--- src/hdl/smc_pkg.sv ---
`default_nettype none
package smc_pkg;
    // register indices; byte address is four times the index
    localparam logic [15:0] SYSCTL_IDX = 16'hffc4;
    localparam logic [15:0] MODERB_IDX = 16'hffc5;
    localparam int ADDR_W = 18;
    // system control layout and reset value
    localparam logic [7:0] SYSCTL_RST = 8'h09;
    localparam logic [7:0] SYSCTL_WMASK = 8'hf7;
    localparam int B_STANDBY_SELECT = 7;
    localparam int B_STS = 4;
    localparam int B_RESET_SOURCE_FLAG = 3;
    localparam int B_NMI_EDGE_SELECT = 2;
    localparam int B_HIE = 1;
    localparam int B_INTERNAL_RAM_ENABLE = 0;
    // mode readback fixed bits 7,6,5,2 read as one
    localparam logic [7:0] MODERB_FIXED = 8'he4;
    // mode pin codes {hi, lo}
    localparam logic [1:0] MODE_1 = 2'h1;
    localparam logic [1:0] MODE_2 = 2'h2;
    localparam logic [1:0] MODE_3 = 2'h3;
    // bus cycle lengths in states
    localparam logic [1:0] INT_STATES = 2'h2;
    localparam logic [1:0] EXT_STATES = 2'h3;
    // settling
    localparam int SETTLE_BASE_DEF = 8192;
    localparam logic [17:0] FAST_SETTLE = 18'h00400;
    localparam logic [2:0] STS_FAST = 3'h5;
    // address map
    localparam logic [15:0] ROM_HI = 16'h7fff;
    localparam logic [15:0] RAM_LO = 16'hfb80;
    localparam logic [15:0] RAM_HI = 16'hff7f;
    localparam logic [15:0] REG_LO = 16'hff88;
    typedef enum logic [1:0] {PWR_RUN, PWR_SLEEP, PWR_STBY, PWR_SETTLE} smc_pwr_t;
endpackage
`default_nettype wire

--- src/hdl/smc_top.sv ---
// Our own choice: the AHB-Lite slave port.
`timescale 1ns/10ps
`default_nettype none
module smc_top #(
    parameter int SETTLE_BASE = smc_pkg::SETTLE_BASE_DEF,
    parameter bit FLASH_PART = 1'b0
) (
    // clock and reset
    input wire logic core_clk,
    input wire logic rst_b,
    // ahb-lite slave
    input wire logic hsel,
    input wire logic [smc_pkg::ADDR_W-1:0] haddr,
    input wire logic [1:0] htrans,
    input wire logic hwrite,
    input wire logic [2:0] hsize,
    input wire logic [31:0] hwdata,
    input wire logic hready,
    output logic hreadyout,
    output logic [31:0] hrdata,
    output logic hresp,
    // pins
    input wire logic mode_pin_hi,
    input wire logic mode_pin_lo,
    input wire logic nmi_pin,
    // cpu and system events
    input wire logic wdt_reset,
    input wire logic sleep_req,
    input wire logic wake_irq,
    output logic nmi_req,
    // cpu access requests
    input wire logic acc_req,
    input wire logic [15:0] acc_addr,
    input wire logic acc_word,
    output logic acc_busy,
    output logic acc_done,
    output logic acc_ext,
    output logic [15:0] acc_ext_addr,
    // power and configuration outputs
    output logic cpu_halt,
    output logic sleep_mode,
    output logic standby_mode,
    output logic periph_reinit,
    output logic host_port_enable,
    output logic internal_ram_enable,
    output logic nmi_edge_select,
    output logic expanded_mode,
    output logic rom_enable,
    output logic ports_gpio
);

    // base << 4 must still fit the 18-bit settle counter
    if (SETTLE_BASE < 1 || SETTLE_BASE > 8192) begin : g_chk
        $error("SETTLE_BASE out of range");
    end

    typedef struct packed {
        logic [7:0] sysctl;
        logic [1:0] mode_latch;
        logic [31:0] rdata;
        logic hready;
        logic wr_pend;
        smc_pkg::smc_pwr_t pwr;
        logic [17:0] settle_cnt;
        logic halt;
        logic slp;
        logic stby;
        logic reinit;
        logic mhi_s1;
        logic mhi_s2;
        logic mlo_s1;
        logic mlo_s2;
        logic nmi_s1;
        logic nmi_s2;
        logic nmi_d;
        logic nmi_req;
        logic expd;
        logic rom_en;
        logic gpio;
        logic busy;
        logic [1:0] cnt;
        logic [1:0] len;
        logic second;
        logic word;
        logic ext;
        logic done;
        logic [15:0] addr;
    } smc_state_t;

    smc_state_t s;
    smc_state_t n;

    ////////////////////////////////////////////////////////////////////////////
    // decode helpers

    logic take;
    logic [15:0] idx;
    logic [1:0] mode;
    logic in_ram;
    logic in_rom;
    logic take_int;
    logic [17:0] base;
    logic [17:0] settle_len;
    logic split;

    assign take = hsel && htrans[1] && hready;
    assign idx = haddr[smc_pkg::ADDR_W-1:2];
    assign mode = {s.mhi_s2, s.mlo_s2};
    // mode 3 keeps RAM on chip whatever the enable says
    assign in_ram = acc_addr >= smc_pkg::RAM_LO && acc_addr <= smc_pkg::RAM_HI
        && (s.sysctl[smc_pkg::B_INTERNAL_RAM_ENABLE] || !s.expd);
    assign in_rom = s.rom_en && acc_addr <= smc_pkg::ROM_HI;
    assign take_int = in_ram || in_rom;
    assign base = 18'(SETTLE_BASE);
    assign split = s.word && s.len == smc_pkg::EXT_STATES && !s.second;

    always_comb begin
        case (s.sysctl[6:4])
            3'h0: settle_len = base;
            3'h1: settle_len = base << 1;
            3'h2: settle_len = base << 2;
            3'h3: settle_len = base << 3;
            // unused 11x falls back to the longest setting, the safe side
            default: begin
                if (FLASH_PART && s.sysctl[6:4] == smc_pkg::STS_FAST) begin
                    settle_len = smc_pkg::FAST_SETTLE;
                end else begin
                    settle_len = base << 4;
                end
            end
        endcase
    end

    ////////////////////////////////////////////////////////////////////////////
    // next state

    always_comb begin
        n = s;
        n.done = 1'b0;
        n.reinit = 1'b0;
        n.nmi_req = 1'b0;
        n.hready = 1'b1;
        // mode pins and nmi are asynchronous: two flops first
        n.mhi_s1 = mode_pin_hi;
        n.mhi_s2 = s.mhi_s1;
        n.mlo_s1 = mode_pin_lo;
        n.mlo_s2 = s.mlo_s1;
        n.nmi_s1 = nmi_pin;
        n.nmi_s2 = s.nmi_s1;
        n.nmi_d = s.nmi_s2;
        // 00 is never driven by the board, so it needs no decode
        n.expd = mode != smc_pkg::MODE_3;
        n.rom_en = mode != smc_pkg::MODE_1;
        n.gpio = mode == smc_pkg::MODE_3;
        if (s.nmi_s2 != s.nmi_d && s.nmi_s2 == s.sysctl[smc_pkg::B_NMI_EDGE_SELECT]) begin
            n.nmi_req = 1'b1;
        end

        // register write data phase
        if (s.wr_pend) begin
            n.sysctl = (hwdata[7:0] & smc_pkg::SYSCTL_WMASK)
                | (s.sysctl & ~smc_pkg::SYSCTL_WMASK);
        end
        n.wr_pend = 1'b0;
        if (take) begin
            n.rdata = 32'h0;
            if (hwrite) begin
                n.wr_pend = idx == smc_pkg::SYSCTL_IDX;
            end else if (idx == smc_pkg::SYSCTL_IDX) begin
                n.rdata = {24'h0, s.sysctl};
            end else if (idx == smc_pkg::MODERB_IDX) begin
                n.mode_latch = mode;
                n.rdata = {24'h0, smc_pkg::MODERB_FIXED | {6'h0, n.mode_latch}};
            end
        end

        // power states
        case (s.pwr)
            smc_pkg::PWR_RUN: begin
                if (sleep_req && s.sysctl[smc_pkg::B_STANDBY_SELECT]) begin
                    n.pwr = smc_pkg::PWR_STBY;
                    n.reinit = 1'b1;
                end else if (sleep_req) begin
                    n.pwr = smc_pkg::PWR_SLEEP;
                end
            end
            smc_pkg::PWR_SLEEP: begin
                if (wake_irq) begin
                    n.pwr = smc_pkg::PWR_RUN;
                end
            end
            smc_pkg::PWR_STBY: begin
                if (wake_irq) begin
                    n.pwr = smc_pkg::PWR_SETTLE;
                    n.settle_cnt = settle_len - 18'h1;
                end
            end
            smc_pkg::PWR_SETTLE: begin
                // still halted until the oscillator has settled
                if (s.settle_cnt == 18'h0) begin
                    n.pwr = smc_pkg::PWR_RUN;
                end else begin
                    n.settle_cnt = s.settle_cnt - 18'h1;
                end
            end
            default: n.pwr = smc_pkg::PWR_RUN;
        endcase
        n.halt = n.pwr != smc_pkg::PWR_RUN;
        n.slp = n.pwr == smc_pkg::PWR_SLEEP;
        n.stby = n.pwr == smc_pkg::PWR_STBY || n.pwr == smc_pkg::PWR_SETTLE;

        // bus cycle sequencer, one count per state; done marks the last state
        // ext stands through the done state and drops after it
        if (s.done) begin
            n.ext = 1'b0;
        end
        if (s.busy) begin
            if (split && s.cnt == s.len - 2'h1) begin
                n.second = 1'b1;
                n.cnt = 2'h0;
                n.addr = s.addr + 16'h1;
            end else if (!split && s.cnt == s.len - 2'h2) begin
                n.busy = 1'b0;
                n.done = 1'b1;
            end else begin
                n.cnt = s.cnt + 2'h1;
            end
        end else if (acc_req && !s.halt) begin
            n.busy = 1'b1;
            n.cnt = 2'h0;
            n.second = 1'b0;
            n.word = acc_word;
            n.addr = acc_addr;
            n.len = take_int ? smc_pkg::INT_STATES : smc_pkg::EXT_STATES;
            n.ext = !take_int && acc_addr < smc_pkg::REG_LO && s.expd;
        end

        if (wdt_reset) begin
            n.sysctl = smc_pkg::SYSCTL_RST & ~(8'h1 << smc_pkg::B_RESET_SOURCE_FLAG);
            n.pwr = smc_pkg::PWR_RUN;
            n.halt = 1'b0;
            n.slp = 1'b0;
            n.stby = 1'b0;
            n.busy = 1'b0;
            n.ext = 1'b0;
            n.done = 1'b0;
            n.wr_pend = 1'b0;
        end
    end

    always_ff @(posedge core_clk) begin
        if (!rst_b) begin
            s <= '0;
            s.sysctl <= smc_pkg::SYSCTL_RST;
            s.hready <= 1'b1;
            s.pwr <= smc_pkg::PWR_RUN;
            // nmi syncs start at the idle pin level so reset shows no false edge; mode syncs reset to 0
            s.nmi_s1 <= 1'b1;
            s.nmi_s2 <= 1'b1;
            s.nmi_d <= 1'b1;
        end else begin
            s <= n;
        end
    end

    ////////////////////////////////////////////////////////////////////////////
    // outputs

    assign hreadyout = s.hready;
    assign hrdata = s.rdata;
    assign hresp = s.wr_pend & 1'b0;
    assign nmi_req = s.nmi_req;
    assign acc_busy = s.busy;
    assign acc_done = s.done;
    assign acc_ext = s.ext;
    assign acc_ext_addr = s.addr;
    assign cpu_halt = s.halt;
    assign sleep_mode = s.slp;
    assign standby_mode = s.stby;
    assign periph_reinit = s.reinit;
    assign host_port_enable = s.sysctl[smc_pkg::B_HIE];
    assign internal_ram_enable = s.sysctl[smc_pkg::B_INTERNAL_RAM_ENABLE];
    assign nmi_edge_select = s.sysctl[smc_pkg::B_NMI_EDGE_SELECT];
    assign expanded_mode = s.expd;
    assign rom_enable = s.rom_en;
    assign ports_gpio = s.gpio;
endmodule
`default_nettype wire

--- config.mk ---
export PLATFORM = sky130hd
export DESIGN_NAME = smc_top
export DESIGN_NICKNAME = d
export VERILOG_FILES = /design/src/hdl/smc_pkg.sv /design/src/hdl/smc_top.sv
export SDC_FILE = /design/constraint.sdc
export NUM_CORES = 1
export LEC_CHECK = 0
export CAP_MARGIN = 20
export CORE_MARGIN = 2
export CORE_UTILIZATION = 57
export DETAILED_ROUTE_END_ITERATION = 10
export DONT_BUFFER_PORTS = 1
export GPL_ROUTABILITY_DRIVEN = 0
export PLACE_DENSITY = 0.75
export SLEW_MARGIN = 20
export SYNTH_ARGS = -nofsm -noshare
export SYNTH_HDL_FRONTEND = slang
export SYNTH_SLANG_ARGS = --single-unit
--- constraint.sdc ---
create_clock -name core_clk -period 1.9 [get_ports core_clk]
set_input_delay 0.19 -clock core_clk [delete_from_list [all_inputs] [get_ports core_clk]]
set_output_delay 0.19 -clock core_clk [all_outputs]
set_load 0.05 [all_outputs]
Word level (Yosys, flattened, before mapping)
Cells that the tools add are included.
Word-level totals
  bits in registers: 104
  input port bits: 84
  output and inout bits: 64
  word-level logic and storage cells: 140
Operators by class
  $add $sub $neg: 6
  order comparisons: 4
  equality and inequality tests: 23
  multiplexer cells: 32
  bitwise operators: 6
  reductions and logical operators: 38
Operator list (count)
  $pmux W18 S4: 1
  $mux W34: 2
  $mux W16: 3
  $pmux W18 S2: 1
  $sub A18 B1 Y18 const B: 2
  $eq A16 B16 Y1 const B: 2
  $mux W32: 1
  $mux W20: 1
  $logic_not A18 Y1: 1
  $mux W18: 1
  $add A16 B1 Y16 const B: 1
  $ge A16 B16 Y1 const B: 1
  $le A16 B15 Y1 const B: 1
  $le A16 B16 Y1 const B: 1
  $lt A16 B16 Y1 const B: 1
  $logic_and A1 B1 Y1: 14
  $mux W2: 7
  $eq A2 B2 Y1 const B: 6
  $mux W1: 10
  $mux W4: 2
  $mux W8: 1
  $or A8 B4 Y8: 1
  $pmux W2 S4: 1
  $reduce_and A2 Y1: 4
  other kinds (23): 43

Logic depth before layout (Yosys ltp)
Gate-level depths: netlist of run 1.
  word-level depth: 9
  depth in mapped cells: 9
  depth with buffers taken out: 7

Worst setup path before layout of run 1
No wires, ideal clock.
  kind: reg2reg
  from: register s (netlist bit acc_busy)
  to: register s (netlist bit acc_ext_addr[10])
  setup time: 0.119 ns
  arrival: 1.932 ns
  slack: -0.151 ns
  stages on the path, launching flop included: 7
  path buffers: 2
  cells stage by stage: dfxtp_1 inv_1 clkbuf_1 nor4_1 nor2_1 clkbuf_1 o221a_2
Between the ends
  word-level cells in the longest chain between the ends: 2
  elaborated cells between the ends (all ways): 4
  classes of those cells: eq/ne (1); mux (1); reduce/logical (2)
Ends and longest elaborated chain
  from (decl): line smc_top.sv:90  | smc_state_t s;
  from (signal assigned): line smc_top.sv:262  | s <= n;
  $ne A2 B1 Y1 (no source line) / $reduce_bool A2 Y1 (equally long branches)
  $reduce_and A2 Y1 (no source line)
Several ways; a longest one is shown, not always the timed one.
A chain may end at the register's enable or synchronous reset.

Final worst setup path of run 1
  from: register s[47] (netlist name)
  to: register s[51] (netlist name)
Between the ends
  word-level cells in the longest chain between the ends: 3
  elaborated cells between the ends (all ways): 6
  classes of those cells: add/sub (1); eq/ne (1); mux (2); reduce/logical (2)
Ends and longest elaborated chain (line)
  $sub A18 B1 Y18 / $logic_not A18 Y1 (equally long branches): smc_top.sv:203, smc_top.sv:200
  $mux W18 / $ne A2 B2 Y1 (equally long branches)
  $pmux W18 S2 / $reduce_and A3 Y1 (equally long branches)
Several ways; a longest one is shown, not always the timed one. The select of a mux whose other input is x is not followed.

==> results of run 1 <==
==> kinds of logic (layout without fill, tap and decap cells) <==
kind of cell / count (synthesis) / after routing / synth area share (%)
compound gates: 131 / 133 / 21.2
simple gates: 175 / 175 / 23.1
other cells: 2 / 26 / 0.185
fa+ha+maj: 3 / 3 / 0.923
buf+inv: 87 / 111 / 13.5
mux: 10 / 10 / 2.46
flops: 77 / 77 / 37.9
xor+xnor: 3 / 3 / 0.646
==> repair_timing <==
action,4_1_cts,5_1_grt
setup buffers,3,7
hold buffers,16,1
gates cloned,2,1
setup endpoints to repair,21,33
hold endpoints to repair,33,1
pin swaps,11,18
resized for setup,20,45
==> layout make-up <==
cell class	count	area (um2)	area share [%]
multi-input combinational	350	2350	46.9
sequential	77	1550	31.0
timing repair buffer	82	713	14.3
clock buffer	10	128	2.55
tap	96	120	2.40
clock inverter	6	93.8	1.88
inverter	13	48.8	0.975
==> cells in the final DEF, fill, tap and decap left out, types with 4 or more instances in the layout <==
cell           Yosys  routed
a21oi_1           43      36
a21oi_2            0       6
a22oi_1            6       6
a31oi_1            9       8
and2_1             7       7
and3_1             6       6
buf_4             51      51
buf_6              3      12
clkbuf_8           1       9
conb_1             2      26
dfxtp_1           77      70
dfxtp_2            0       7
dlygate4sd3_1      0      17
inv_1             12      11
mux2i_1           10      10
nand2_1           31      30
nand2b_1           6       6
nand3_1           18      16
nand4_1            8       8
nor2_1            40      38
nor2b_1            5       5
nor3_1            16      13
o21a_1             4       4
o21ai_0           30      26
o221a_2            4       4
or3_1              8       7
==> metal layers <==
metal,wire (um),up-vias
li1,-,1791
met1,4420,1858
met2,5970,207
met3,965,39
met4,377,0
met5,0,-
==> final timing paths <==
check / end / from / depth (start not counted) / slack [ps]
worst min register to register: mode[1] / n[34] / 1 / 450
worst max register to register: s[51] / s[47] / 6 / -110
worst max-delay path: s[51] / s[47] / 6 / -110
worst min-delay path: s[57] / rst_b / 2 / 4
==> through the flow <==
| stage | setup TNS [ps] | setup WS (ps) | instances |
|---|---|---|---|
| 2_1_floorplan | -64.8 | -27.0 | 512 |
| 3_3_place_gp | -409 | -64.1 | 588 |
| 3_5_place_dp | -994 | -98.5 | 588 |
| 4_1_cts | -237 | -43.6 | 625 |
| 5_1_grt | -1840 | -150 | 634 |
| 6_report | -897 | -114 | 634 |
==> Yosys cell counts, types with 5 or more instances <==
cell type / count / share of area [%]
inv_1: 12 / 1.1
clkbuf_1: 18 / 1.7
mux2i_1: 10 / 2.5
or3_1: 8 / 1.2
and2_1: 7 / 1.1
and3_1: 6 / 0.92
nor3_1: 16 / 2.0
a21oi_1: 43 / 5.3
buf_4: 51 / 9.4
a22oi_1: 6 / 1.1
dfxtp_1: 77 / 38
nor2b_1: 5 / 0.77
nand4_1: 8 / 1.2
o21ai_0: 30 / 3.7
nor2_1: 40 / 3.7
nand2_1: 31 / 2.9
a31oi_1: 9 / 1.4
nand3_1: 18 / 2.2
nor4_1: 5 / 0.77
nand2b_1: 6 / 0.92
==> sequential cells by signal, summed over array words and instances, names as in the netlist, 2 cells and up <==
name / cells
n: 4
acc_ext_addr: 16
hrdata: 8
mode: 2
s: 33
==> power groups by stage <==
stage               clock network [mW]  registers (mW)  logic (mW)
finish                            1.40            1.73       0.584
global placement                     0            1.76       0.493
detailed placement                   0            1.76       0.500
global route                      1.49            1.73       0.619
CTS                               1.41            1.72       0.539
floorplan                            0            1.76       0.471
==> flow_summary_export.csv, run 1 <==
group,metric,value,unit
pwr,power.share.sequential,46.5,%
layout,fin_util,73.2,%
layout,areaGrowthSynthToFinish,23.0,%
route,drc,0,
clock_network,cts.sinks,77,
run_status,outcome,"finished, violations left",
clock_network,cts_made_buffers,9,
sta,layout_setup_ws,-114,ps
logic_synthesis,yosysWarnings,0,
clock_network,htree_levels,3,
place,place_area,0.00421,mm2
pwr,power_density,742,mW/mm2
clock_network,clock_latency,360,ps
die,dieArea,0.00783,mm2
pwr,ir_drop,0.577,mV
die,start_util,59.5,%
logic_synthesis,synth_edf_count,0,
pwr,p_comb_share,15.7,%
logic_synthesis,synth_cells,488,
critical_path,worstSetupPathType,"flop to flop",
critical_path,cp_num_buf_inv,1,
clock_network,root_buffer,"clkbuf_8",
layout,final_nets,620,
grt,use_met3,6.90,%
critical_path,worstPathMaxFanout,5,
logic_synthesis,syn_area,0.00407,mm2
route,ant_nets,0,
die,die_h,88.5,um
grt,gr-usage-all-layers,28.2,%
sta,finalSetupViolations,17,
flow_run,cap_viol_max_count,0,
sta,slew_headroom,41.5,%
logic_synthesis,synth_seq_cells,77,
route,dr.pass1.iters,5,
route,wl_per_cell,18.5,um
worst_hold_path,worstHoldPathType,"input pin to flop",
sta,max_freq,0.497,GHz
grt,busiest_layer,"met2",
critical_path,arrival,2240,ps
die,ios,148,
sta,hold_ws,3.66,ps
pwr,finalPower,3.71,mW
grt,antenna_found_initial,0,
logic_synthesis,async_flop_share,0,%
sta,clock_skew,8.73,ps
pwr,pwr-share-clk,37.7,%
place,hpwl,7040,um
logic_synthesis,syn_area_per_cell,8.33,um2
sta,maxSlewViolCount,0,
logic_synthesis,synth_cell_types,65,
critical_path,start_kind,"flop",
layout,drive_above_1_share,26.0,%
critical_path,end_kind,"flop",
critical_path,worstPathCellList,"or3_1 -> nor3_4 -> buf_6 -> nand3_4 -> a41oi_2 -> o22ai_1",
grt,grt_pass1_wl,17100,um
die,core,0.00683,mm2
grt,grt_pass1_vias,3542,
route,num_vias,3895,
pwr,p_int,2.60,mW
layout,nFillCells,497,
critical_path,crit_family,"simple AND/OR/NAND/NOR gates",
clock_network,cts_tree,"built",
clock_network,clk_pin_slew,80,ps
run_status,failed_checks,"negative setup slack",
route,drt_iter0_drc,241,
route,viasPerCell,6.14,
grt,grt-ovfl-total,0,
pwr,swShare,30.0,%
sta,finalHoldViolCount,0,
place,portBuffers,0,
logic_synthesis,synth_ff_type,"dfxtp_1",
grt,grt_max_degree,29,
critical_path,cpPeakStageDelay,540,ps
sta,rsz0062_at_grt,"yes",
sta,min_period_over_period,106,%
route,wirelength,11700,um
critical_path,required,2130,ps
pwr,power.leakage,1.93,nW
pwr,p_switching,1.11,mW
layout,diodes,0,
die,die_w,88.5,um
clock_network,clockBufferDepth,2,
critical_path,cp_slowest_cell,"or3_1",
grt,met1_usage,34.2,%
sta,tightest_slew,874,ps
die,placementRows,30,
sta,period_needed,2010,ps
grt,grt_use_met2,48.0,%
logic_synthesis,seq_area_frac_synth,37.9,%
layout,fin_area,0.00500,mm2
Note: power is estimated with default switching activity, not from simulation.
==> run 2: changes to the inputs <==
--- a/config.mk
+++ b/config.mk
@@ -11,7 +11,8 @@
 export DETAILED_ROUTE_END_ITERATION = 10
 export DONT_BUFFER_PORTS = 1
 export GPL_ROUTABILITY_DRIVEN = 0
-export PLACE_DENSITY = 0.75
+export PLACE_DENSITY = 0.86
+export RECOVER_POWER = 25
 export SLEW_MARGIN = 20
 export SYNTH_ARGS = -nofsm -noshare
 export SYNTH_HDL_FRONTEND = slang
==> run 2 against run 1 <==
  * The flow still finishes with violations (negative setup slack)
  * Worst setup slack improved by 14 ps
  * Die area unchanged
  * Via count increased by 1.7%
  * Critical path depth decreased by 1
  * Clock power decreased by 21%
  * Sequential power about the same
  * Wire length decreased by 0.97%
  * Worst hold slack about the same
  * Count of clock-buffer cells in the layout increased by 1
  * Design area decreased by 3.8%
  * Combinational power decreased by 3%
  * Critical path type unchanged
==> flow_summary_export.csv, run 2 (synthesized netlist as in run 1, its figures left out) <==
group,metric,value,unit
run_status,outcome,"finished, violations left",
run_status,failed_checks,"negative setup slack",
clock_network,clockBufferDepth,2,
route,viasPerCell,6.31,
clock_network,cts_tree,"built",
sta,period_needed,2000,ps
critical_path,cp_slowest_cell,"or3_1",
grt,grt_pass1_vias,3703,
layout,fin_util,70.5,%
layout,multi_input_area,0.00228,mm2
critical_path,arrival,2240,ps
worst_hold_path,min_to,"s[103]",
sta,rsz0062_at_grt,"yes",
critical_path,ff2ff_setup_slack,-100,ps
critical_path,required,2140,ps
die,die_h,88.5,um
sta,clock_skew,9.51,ps
layout,largest_reg_flops,33,
layout,drive_above_1_share,25.6,%
route,num_vias,3961,
grt,grt_pass1_wl,17000,um
sta,hold_ws,3.72,ps
sta,layout_setup_ws,-99.0,ps
worst_hold_path,holdPathStages,2,
layout,diodes,0,
critical_path,worstPathMaxFanout,5,
place,place_area,0.00421,mm2
worst_hold_path,worstHoldPathType,"input pin to flop",
flow_run,cap_viol_max_count,0,
pwr,power.leakage,1.87,nW
die,dieArea,0.00783,mm2
layout,final_common_cell,"dfxtp_1",
critical_path,cpPeakStageDelay,520,ps
route,drt_iter0_drc,279,
sta,slew_headroom,42.3,%
pwr,finalPower,3.38,mW
layout,top_register,"s",
die,placementRows,30,
clock_network,htree_levels,3,
grt,gr-usage-all-layers,28.0,%
layout,nFillCells,520,
place,pre_cts_ws,-82.1,ps
sta,tightest_slew,863,ps
critical_path,r2r_end,"s[43]",
clock_network,clk_pin_slew,80,ps
route,ant_nets,0,
die,die_w,88.5,um
sta,finalHoldViolCount,0,
sta,setup_tns,-1130,ps
worst_hold_path,hp-start,"hwdata[7]",
critical_path,r2r_cells,5,
clock_network,cts.sinks,77,
critical_path,timing.rr.start,"s[47]",
critical_path,worstPathCellList,"or3_1 -> nor3_4 -> a31oi_4 -> buf_4 -> o311a_1",
clock_network,cts_made_buffers,9,
clock_network,root_buffer,"clkbuf_8",
layout,fin_area,0.00481,mm2
sta,maxSlewViolCount,0,
grt,grt-ovfl-total,0,
place,hpwl,7250,um
die,core,0.00683,mm2
route,wirelength,11600,um
layout,final_cell_mix,"71 x dfxtp_1, 58 x buf_4, 39 x a21oi_1",
route,wl_per_cell,18.5,um
critical_path,worstSetupPathType,"flop to flop",
die,start_util,59.5,%
layout,fin_cells,628,
route,drc,0,
clock_network,clock_latency,340,ps
place,dp_cells,589,
pwr,power_density,701,mW/mm2
pwr,ir_drop,0.526,mV
route,dr.pass1.iters,6,
critical_path,end_kind,"flop",
grt,antenna_found_initial,0,
place,portBuffers,0,
sta,min_period_over_period,105,%
layout,final_nets,615,
layout,areaGrowthSynthToFinish,18.4,%
die,ios,148,
sta,max_freq,0.500,GHz
layout,ff_latch_area,0.00155,mm2
critical_path,start_kind,"flop",
sta,finalSetupViolations,19,
grt,grt_max_degree,30,
-- run 2: cell count changes in the layout (fill, tap and decap cells not counted), sizes merged --
cell / change
clkinvlp: -1
dlygate4sd3: -7
clkbuf: +1
bufinv: -2
inv: -2
buf: +2
clkinv: +3
-- run 2: worst max-delay path by stage --
stage,from,end,depth (start not counted)
2_1_floorplan,s[40],s[46],7
3_3_place_gp,s[41],s[49],8
3_5_place_dp,s[41],s[48],7
4_1_cts,s[51],s[57],7
5_1_grt,s[41],s[47],8
6_report,s[47],s[43],5
-- run 2: timing repair --
action                                  CTS  global route
hold buffers                             10             0
gates cloned                              1             2
endpoints found under the setup margin   20            35
endpoints found under the hold margin    24             0
resized for setup                        23            29
pin swaps                                14            13
buffers inserted                          7             4
-- run 2: final cells by class --
type	instances	area share [%]
Multi-Input combinational cell	350	47.3
Sequential cell	77	32.3
Timing Repair Buffer	77	13.3
Clock buffer	11	3.14
Tap cell	96	2.49
Inverter	13	1.01
Clock inverter	4	0.494
-- run 2: worst max-delay path: cells and delay by family (launching register included) --
| family | cells | cell delay [ps] |
|---|---|---|
| AND/OR/NAND/NOR | 2 | 870 |
| AO/OA/AOI/OAI | 2 | 490 |
| flip-flops | 1 | 350 |
| buffers and inverters | 1 | 180 |
-- run 2: layer usage --
metal / global-route usage, % / share of wire (%)
met4: 14.2 / 5.1
met1: 29.8 / 35
met2: 50.2 / 50
met5: 0 / 0
met3: 7.84 / 9.9
-- run 2: where the power goes --
| group | switching (mW) | internal [mW] | leakage [nW] |
|---|---|---|---|
| registers | 0.0522 | 1.66 | 0.630 |
| clock network | 0.564 | 0.534 | 0.0949 |
| logic | 0.397 | 0.167 | 1.14 |
